<file path="config.mk">
export PLATFORM = sky130hd
export DESIGN_NAME = audio_converter_control
export DESIGN_NICKNAME = d
export VERILOG_FILES = /design/src/hdl/audio_conv_pkg.sv /design/src/hdl/audio_converter_control.sv /design/src/hdl/sample_mem.sv /design/src/hdl/sample_fifo.sv
export SDC_FILE = /design/constraint.sdc
export NUM_CORES = 1
export LEC_CHECK = 0
export ABC_AREA = 1
export BUFFER_PORTS_ARGS = -buffer_cell sky130_fd_sc_hd__buf_4
export CAP_MARGIN = 20
export CORE_ASPECT_RATIO = 1.75
export CORE_MARGIN = 5
export CORE_UTILIZATION = 25
export DETAILED_ROUTE_END_ITERATION = 7
export PLACE_DENSITY = 0.42
export SLEW_MARGIN = 20
export SYNTH_ARGS = -nofsm -noshare
export SYNTH_HDL_FRONTEND = slang
export SYNTH_SLANG_ARGS = --single-unit
</file>
<file path="constraint.sdc">
create_clock -name core_clk_in -period 5.8 [get_ports core_clk_in]
set_input_delay 0 -clock core_clk_in [delete_from_list [all_inputs] [get_ports core_clk_in]]
set_output_delay 0 -clock core_clk_in [all_outputs]
set_load 0.01 [all_outputs]
</file>
<file path="src/hdl/audio_conv_pkg.sv">
`default_nettype none
package audio_conv_pkg;
   // ****************************************************************
   // Register map.
   // ****************************************************************
   localparam logic [1:0] ADDR_AUDIO_CODE_LOW  = 2'h0;
   localparam logic [1:0] ADDR_AUDIO_CODE_HIGH = 2'h1;
   localparam logic [1:0] ADDR_CONVERTER_CTRL  = 2'h2;
   localparam logic [1:0] ADDR_STATUS          = 2'h3;
   // ****************************************************************
   // Fields and reset values.
   // ****************************************************************
   localparam int         LOW_NIBBLE_MSB  = 7;
   localparam int         LOW_NIBBLE_LSB  = 4;
   localparam int         VOLUME_MSB      = 7;
   localparam int         VOLUME_LSB      = 5;
   localparam int         ENABLE_BIT      = 0;
   localparam logic [7:0] RESET_VALUE     = 8'h00;
   localparam logic [7:0] LOW_READ_MASK   = 8'hf0;
   localparam logic [7:0] CTRL_READ_MASK  = 8'he1;
   localparam int         CODE_WIDTH      = 12;
   localparam int         FIFO_WIDTH      = 12;
   localparam int         FIFO_DEPTH      = 8;
   localparam int         FIFO_AW         = 3;
endpackage
`default_nettype wire

</file>
<file path="src/hdl/audio_converter_control.sv">
`default_nettype none
module audio_converter_control (
   // Clock, reset and enable.
   input  wire logic        core_clk_in,
   input  wire logic        nrst_in,
   input  wire logic        ce_in,
   // Register port.
   input  wire logic [1:0]  addr_in,
   input  wire logic [7:0]  wdata_in,
   input  wire logic        wr_in,
   input  wire logic        rd_in,
   output logic      [7:0]  rdata_out,
   // Sample stream to the analog stage.
   output logic             code_valid_out,
   input  wire logic        code_ready_in,
   output logic      [11:0] audio_code_out,
   output logic      [2:0]  volume_level_out,
   // Shared pin steering and buffer-full flag.
   output logic             converter_on_bit_out,
   output logic             pin_alt_select_out,
   output logic             fifo_full_out
);
   // ****************************************************************
   // Register state.
   // ****************************************************************
   logic [3:0] audio_code_lower_bits, next_audio_code_lower_bits;
   logic [7:0] audio_code_upper_bits, next_audio_code_upper_bits;
   logic [2:0] volume_level_field, next_volume_level_field;
   logic       converter_on_bit, next_converter_on_bit;
   logic [7:0] next_rdata;
   logic       push;
   logic       take;
   logic       load;
   logic       fifo_ready;
   logic       fifo_valid;
   logic [11:0] fifo_data;

   function automatic logic hit(input logic [1:0] a, input logic [1:0] r);
      return a == r;
   endfunction

   // ****************************************************************
   // Register writes and reads.
   // ****************************************************************
   always_comb begin
      next_audio_code_lower_bits = audio_code_lower_bits;
      next_audio_code_upper_bits = audio_code_upper_bits;
      next_volume_level_field    = volume_level_field;
      next_converter_on_bit      = converter_on_bit;
      push                       = 1'b0;
      next_rdata                 = 8'h00;
      take                       = code_valid_out & code_ready_in;
      load                       = converter_on_bit & fifo_valid & (~code_valid_out | take);
      if (wr_in) begin
         if (hit(addr_in, audio_conv_pkg::ADDR_AUDIO_CODE_LOW)) begin
            next_audio_code_lower_bits =
               wdata_in[audio_conv_pkg::LOW_NIBBLE_MSB:audio_conv_pkg::LOW_NIBBLE_LSB];
         end
         if (hit(addr_in, audio_conv_pkg::ADDR_AUDIO_CODE_HIGH)) begin
            next_audio_code_upper_bits = wdata_in;
            push = converter_on_bit;
         end
         if (hit(addr_in, audio_conv_pkg::ADDR_CONVERTER_CTRL)) begin
            next_volume_level_field =
               wdata_in[audio_conv_pkg::VOLUME_MSB:audio_conv_pkg::VOLUME_LSB];
            next_converter_on_bit = wdata_in[audio_conv_pkg::ENABLE_BIT];
         end
      end
      if (rd_in) begin
         case (addr_in)
            audio_conv_pkg::ADDR_AUDIO_CODE_LOW: begin
               next_rdata = {audio_code_lower_bits, 4'h0} & audio_conv_pkg::LOW_READ_MASK;
            end
            audio_conv_pkg::ADDR_AUDIO_CODE_HIGH: begin
               next_rdata = audio_code_upper_bits;
            end
            audio_conv_pkg::ADDR_CONVERTER_CTRL: begin
               next_rdata = {volume_level_field, 4'h0, converter_on_bit}
                            & audio_conv_pkg::CTRL_READ_MASK;
            end
            audio_conv_pkg::ADDR_STATUS: begin
               next_rdata = {6'h00, fifo_valid, ~fifo_ready};
            end
            default: begin
               next_rdata = 8'h00;
            end
         endcase
      end
   end

   always_ff @(posedge core_clk_in) begin
      if (!nrst_in) begin
         audio_code_lower_bits <= audio_conv_pkg::RESET_VALUE[3:0];
         audio_code_upper_bits <= audio_conv_pkg::RESET_VALUE;
         volume_level_field    <= audio_conv_pkg::RESET_VALUE[2:0];
         converter_on_bit      <= 1'b0;
         rdata_out             <= 8'h00;
         converter_on_bit_out  <= 1'b0;
         pin_alt_select_out    <= 1'b0;
         volume_level_out      <= 3'h0;
         code_valid_out        <= 1'b0;
         audio_code_out        <= 12'h000;
         fifo_full_out         <= 1'b0;
      end else if (ce_in) begin
         audio_code_lower_bits <= next_audio_code_lower_bits;
         audio_code_upper_bits <= next_audio_code_upper_bits;
         volume_level_field    <= next_volume_level_field;
         converter_on_bit      <= next_converter_on_bit;
         rdata_out             <= next_rdata;
         converter_on_bit_out  <= next_converter_on_bit;
         pin_alt_select_out    <= ~next_converter_on_bit;
         volume_level_out      <= next_volume_level_field;
         code_valid_out        <= converter_on_bit & (load | (code_valid_out & ~take));
         audio_code_out        <= ~converter_on_bit ? 12'h000
                                  : (load ? fifo_data : audio_code_out);
         fifo_full_out         <= ~fifo_ready;
      end
   end

   // ****************************************************************
   // Sample buffer between register port and analog stage.
   // ****************************************************************
   sample_fifo #(
      .WIDTH (audio_conv_pkg::FIFO_WIDTH),
      .DEPTH (audio_conv_pkg::FIFO_DEPTH)
   ) u_fifo (
      .core_clk_in   (core_clk_in),
      .nrst_in       (nrst_in),
      .ce_in         (ce_in),
      .in_valid_in   (push),
      .in_ready_out  (fifo_ready),
      .in_data_in    ({next_audio_code_upper_bits, audio_code_lower_bits}),
      .out_valid_out (fifo_valid),
      .out_ready_in  (load),
      .out_data_out  (fifo_data)
   );
endmodule // audio_converter_control
`default_nettype wire

</file>
<file path="src/hdl/sample_mem.sv">
`default_nettype none
module sample_mem (
   // Clock.
   input  wire logic        core_clk_in,
   input  wire logic        ce_in,
   // Write port.
   input  wire logic        wr_en_in,
   input  wire logic [2:0]  wr_addr_in,
   input  wire logic [11:0] wr_data_in,
   // Read port.
   input  wire logic [2:0]  rd_addr_in,
   output logic      [11:0] rd_data_out
);
   logic [11:0] mem [0:7];
   logic [11:0] next_rd_data;

   always_comb begin
      next_rd_data = mem[rd_addr_in];
   end

   always_ff @(posedge core_clk_in) begin
      if (ce_in) begin
         if (wr_en_in) begin
            mem[wr_addr_in] <= wr_data_in;
         end
         rd_data_out <= next_rd_data;
      end
   end
endmodule // sample_mem
`default_nettype wire

</file>
<file path="src/hdl/sample_fifo.sv">
`default_nettype none
module sample_fifo #(
   parameter int WIDTH = 12,
   parameter int DEPTH = 8
) (
   // Clock and reset.
   input  wire logic             core_clk_in,
   input  wire logic             nrst_in,
   input  wire logic             ce_in,
   // Fill side.
   input  wire logic             in_valid_in,
   output logic                  in_ready_out,
   input  wire logic [WIDTH-1:0] in_data_in,
   // Drain side.
   output logic                  out_valid_out,
   input  wire logic             out_ready_in,
   output logic      [WIDTH-1:0] out_data_out
);
   localparam int AW = $clog2(DEPTH);
   logic [AW-1:0] wr_ptr, rd_ptr, next_wr_ptr, next_rd_ptr;
   logic [AW:0]   count, next_count;
   logic          push, pop;
   logic             bypass;
   logic [WIDTH-1:0] bypass_data;
   logic [WIDTH-1:0] mem_rd_data;

   // ****************************************************************
   // Storage; its read data come out of a register.
   // ****************************************************************
   sample_mem u_mem (
      .core_clk_in (core_clk_in),
      .ce_in       (ce_in),
      .wr_en_in    (push),
      .wr_addr_in  (wr_ptr),
      .wr_data_in  (in_data_in),
      .rd_addr_in  (next_rd_ptr),
      .rd_data_out (mem_rd_data)
   );

   // A word pushed into an otherwise empty buffer is shown from the bypass register.
   assign out_data_out = bypass ? bypass_data : mem_rd_data;

   // ****************************************************************
   // Pointers; storage is addressed with the next read pointer, so its registered read data match the read pointer.
   // ****************************************************************
   always_comb begin
      push         = in_valid_in && (count != DEPTH[AW:0]);
      pop          = out_ready_in && (count != '0);
      next_wr_ptr  = push ? wr_ptr + 1'b1 : wr_ptr;
      next_rd_ptr  = pop ? rd_ptr + 1'b1 : rd_ptr;
      next_count   = count + {{AW{1'b0}}, push} - {{AW{1'b0}}, pop};
   end

   always_ff @(posedge core_clk_in) begin
      if (!nrst_in) begin
         wr_ptr        <= '0;
         rd_ptr        <= '0;
         count         <= '0;
         in_ready_out  <= 1'b0;
         out_valid_out <= 1'b0;
         bypass        <= 1'b0;
         bypass_data   <= '0;
      end else if (ce_in) begin
         wr_ptr        <= next_wr_ptr;
         rd_ptr        <= next_rd_ptr;
         count         <= next_count;
         in_ready_out  <= (next_count != DEPTH[AW:0]);
         out_valid_out <= (next_count != '0);
         bypass        <= push && (next_count == {{AW{1'b0}}, 1'b1});
         bypass_data   <= in_data_in;
      end
   end
endmodule // sample_fifo
`default_nettype wire

</file>
Yosys cells after proc, flatten, opt, wreduce, memory -nomap -nowiden --
Memories as Yosys holds them, arrays and structs flattened. A register that Yosys moved wholly into a read port is not among the register bits. Cells that the tools add are included.
Word-level totals: bits in registers 64, bits in latches 0, bits in writable memories 96, ROM bits 0, input bits 16, output and inout port bits 27, logic and storage cells 64, memories 1
Memories:
- u_fifo.u_mem.mem | words 8, bits a word 12, read ports 1, clocked after memory_dff 1, wr ports 1, RTL line sample_mem.sv:14 | logic [11:0] mem [0:7];
Operators by class: add/subtract/negate cells 4, multipliers 0, div/mod/pow operators 0, magnitude comparators 0, equality and inequality tests 7, shifts and indexed selects 0, muxes and demuxes 15, bitwise operators 11, reduce and logical (&&, ||, !) cells 10
Operator list (count):
- $mux W12 | 3
- $pmux W8 S4 | 1
- $mux W8 | 3
- $ne A4 B4 Y1 const B | 2
- $reduce_bool A4 Y1 | 2
- $mux W1 | 7
- $add A3 B1 Y3 const B | 2
- $reduce_and A3 Y1 | 2
- $and A1 B1 Y1 | 5
- $add A4 B1 Y4 | 1
- $eq A2 B2 Y1 const B | 2
- $eq A4 B1 Y1 const B | 1
- $not A1 Y1 | 4
- $reduce_and A2 Y1 | 2
- $sub A4 B1 Y4 | 1
- $logic_and A1 B1 Y1 | 3
- $mux W3 | 1
- $eq A2 B1 Y1 const B | 1
- $logic_not A2 Y1 | 1
- $ne A2 B1 Y1 const B | 1
- $or A1 B1 Y1 | 2

Longest topological paths before layout --
word-level depth 8, mapped depth 15

By module --
A second synthesis with hierarchy kept.
Unflattened totals: cells, all modules 885, area, all modules 7958.9 um2
Modules (own cells, without submodules):
- sample_mem | instances 1, cells each 444, area an instance 4600.7 um2, seq. area each 3243.1 um2
- audio_converter_control | instances 1, cells each 264, area an instance 2013.2 um2, seq. area each 780.7 um2
- sample_fifo | instances 1, cells each 177, area an instance 1345.0 um2, seq. area each 500.5 um2

Least setup slack after synthesis --
No wires, ideal clock.
path type flip-flop to flip-flop, start register u_fifo.count[2], end memory u_fifo.u_mem.mem[0][0], enable pin, library setup time 0.396 ns, arrival time 2.091 ns, required time 5.404 ns, slack 3.313 ns, stages on the path, launching flop included 8, path through dfxtp_1 inv_1 ha_1 nor3b_1 nor3_2 nand2_2 or2_4 nor3_1
On the way: cells in the longest elaborated chain, start to end 5
Ends and longest elaborated chain:
- start: declaration | RTL line sample_fifo.sv:21 | logic [AW:0] count, next_count;
- start signal: assignment | RTL line sample_fifo.sv:66 | count <= next_count;
- $ne A4 B4 Y1 | RTL line sample_fifo.sv:47 | push = in_valid_in && (count != DEPTH[AW:0]);
- $logic_and A1 B1 Y1 | RTL line sample_fifo.sv:47
- $mux W1 | RTL line sample_mem.sv:23 | if (wr_en_in) begin
- $mux W1 | RTL line sample_mem.sv:22 | if (ce_in) begin
- $mux W1 (implied by the code) | RTL line sample_mem.sv:24 | mem[wr_addr_in] <= wr_data_in;
- end: declaration | RTL line sample_mem.sv:14
Every way passes these cells.

Worst setup path after layout --
start register converter_on_bit, end memory u_fifo.u_mem.mem[0][5], enable pin
On the way: cells in the longest elaborated chain, start to end 6
Ends and longest elaborated chain:
- start: declaration | RTL line audio_converter_control.sv:29 | logic converter_on_bit, next_converter_on_bit;
- start signal: assignment | RTL line audio_converter_control.sv:108 | converter_on_bit <= next_converter_on_bit;
- $mux W1 | RTL line audio_converter_control.sv:59 | if (hit(addr_in, audio_conv_pkg::ADDR_AUDIO_CODE_HIGH)) begin
- $mux W1 | RTL line audio_converter_control.sv:54 | if (wr_in) begin
- $logic_and A1 B1 Y1 | RTL line sample_fifo.sv:47
- $mux W1 | RTL line sample_mem.sv:23
- $mux W1 | RTL line sample_mem.sv:22
- $mux W1 (implied by the code) | RTL line sample_mem.sv:24
Every way passes these cells.

==> metrics.txt <==
cells after synthesis 814; Vert. Die Dim 237 microns; Clock Path Buffers 2; Finished Layout Cells 1263; vias 5471; PwrDens 301 nW/um^2; Routed WL 21400 microns; RSZ-0062 raised after global routing false; Starting DRT DRC Count 224; standby leakage power 3.90 nW; Skew-Pair Late Insertion Delay 0.43 ns; final setup TNS 0 ns; final net count 893; worst hold path class in2reg; Top FF cell, synth edfxtp_1; Avg Cell Area, Syn 9.05 sq um; clk slew on worst S/H paths 0.06 ns; initial antenna violation count 0; Die ar. 33100 sq um; sequential share of the synthesized area 0.593; Detail Placement HPWL 15200 microns; most common cell after layout, fill and taps aside inv_1; Remaining DRCs 0; CP arrival 2.98 ns; CP Class reg2reg; Max VDD drop 0.241 mV; CP Launch Type flip-flop; per-cell routed wire length 17.0 microns; grt total ovfl 0; num ports 43; post-route cell area 8920 sq um; number of global-route vias before repair 5608; ys async rst share 0; Mapped Area 7360 sq um; Setup WS pre-CTS 2.58 ns; PortBufs 42; area grow syn2layout 21.1%; CTS tree built; status completed; Initial DRT Pass Iterations 4; critical path capture point type flip-flop; Starting Density 0.252; CP required 5.85 ns; global-route wire length before repair 33000 microns; cts bufs inserted 17; Core ar. 29200 sq um; Core Rows 83; GRT Total Usage 0.133; final hold vios 0; Inst Count DP 1218; most frequent cells in the layout 155 x inv_1, 152 x nand2_1, 113 x nand3_1, 108 x edfxtp_1, 58 x buf_4; Net Count, Synth 839; Placement Cell Area 8200 sq um; Achievable Freq 341 MHz; die width 140 microns; fin crit share 0.506; min Tclk post-route 2.93 ns; Ys Warns 0; number of synthesized register bits 164; final setup vio count 0; Pins Over Slew Limit 0; Post-synth EDFFs 108; number of max-cap violations 0; via/cell ratio 4.33; share of post-route cells with drive strength above 1 0.126; Worst-Margin Slew 1.10 ns; H-tree Lvls 4; CP Max Fanout 15; Setup Skew 0.00782 ns; PnR worst setup slack 2.87 ns; Worst slew margin 0.263; largest net degree at the start of global routing 38; Antenna diodes 0; antenna-violating nets left 0; gpl congestion 0.818; total power 2.69 mW; clock sinks 164; Synth cell types 38; CTS Root Cell clkbuf_16
==> cell type report <==
type                       instances  area, sq um
timing repair buffer              72          593
fill                            3047        20300
clock buffer                      18          429
tap                              382          478
clock inverter                    14          160
multi-input combinational        455         2300
sequential                       164         4360
inverter                         158          593
==> flip-flops by register name, summed over array words and instances (netlist names), 4 cells and up <==
name / count
u_fifo.u_mem.mem: 96
audio_code_out: 12
u_fifo.u_mem.rd_data_out: 12
audio_code_upper_bits: 8
rdata_out: 8
audio_code_lower_bits: 4
u_fifo.bypass_data: 4
u_fifo.count: 4
==> kinds of logic after synthesis <==
kind of cell    count (synthesis)  share of synthesized area
simple gates                  328                      0.197
buf+inv                       195                      0.103
flops                         164                      0.593
compound gates                115                     0.0870
fa+ha+maj                       9                     0.0163
xor+xnor                        3                    0.00459
==> final timing paths <==
| check | startpoint | endpoint | slack (ns) | cells past startpoint |
|---|---|---|---|---|
| setup / recovery | converter_on_bit | u_fifo.u_mem.mem[0][5] | 2.87 | 5 |
| hold / removal | ce_in | u_fifo.bypass_data[0] | 0.03 | 2 |
| setup reg to reg | converter_on_bit | u_fifo.u_mem.mem[0][5] | 2.87 | 5 |
| hold reg to reg | u_fifo.in_ready_out | fifo_full_out | 0.44 | 1 |
==> cells in the mapped netlist, types with 9 or more instances <==
master    instances  share of area
a21oi_1          37          0.025
buf_2            16          0.011
edfxtp_1        108           0.44
inv_1           155          0.079
nand3_1         114          0.077
nor3_1           10         0.0068
dfxtp_1          56           0.15
o21ai_0          56          0.038
nand2_1         152          0.077
clkbuf_1         19         0.0097
nor2_1           38          0.019
o211ai_1          9         0.0092
==> metal layers <==
| layer | vias to the layer above | GRT usage | wire length, microns |
|---|---|---|---|
| met1 | 2573 | 0.134 | 7810 |
| met5 | - | 0 | 0 |
| met3 | 42 | 0.0259 | 663 |
| met4 | 0 | 0.0752 | 959 |
| met2 | 92 | 0.253 | 12000 |
| li1 | 2764 | - | - |
==> what timing repair did <==
| action | CTS | global route |
|---|---|---|
| hold buffers | 13 | 0 |
| endpoints found under the setup margin | 0 | 0 |
| buffers inserted | 0 | 0 |
| gates resized for setup | 0 | 0 |
| endpoints found under the hold margin | 32 | 0 |
==> worst max-delay path: stages, from the launching register on <==
cell,delay (ns)
dfxtp_1,0.60
inv_1,0.22
nor3_2,0.34
nand2_2,0.23
or2_4,0.33
nor3_2,0.83
==> through the flow <==
| stage | hold WS (ns) | util |
|---|---|---|
| after floorplan | 0.112 | - |
| after global placement | 0.270 | 0.280 |
| after detailed placement | 0.269 | 0.281 |
| after CTS | 0.0210 | 0.305 |
| after global routing | 0.0409 | 0.306 |
| final | 0.0322 | 0.306 |
==> power breakdown <==
part / switching [mW] / internal [mW]
combinational: 0.157 / 0.0810
sequential: 0.0246 / 1.28
clock: 0.470 / 0.674
(Power assumes the default switching activity.)
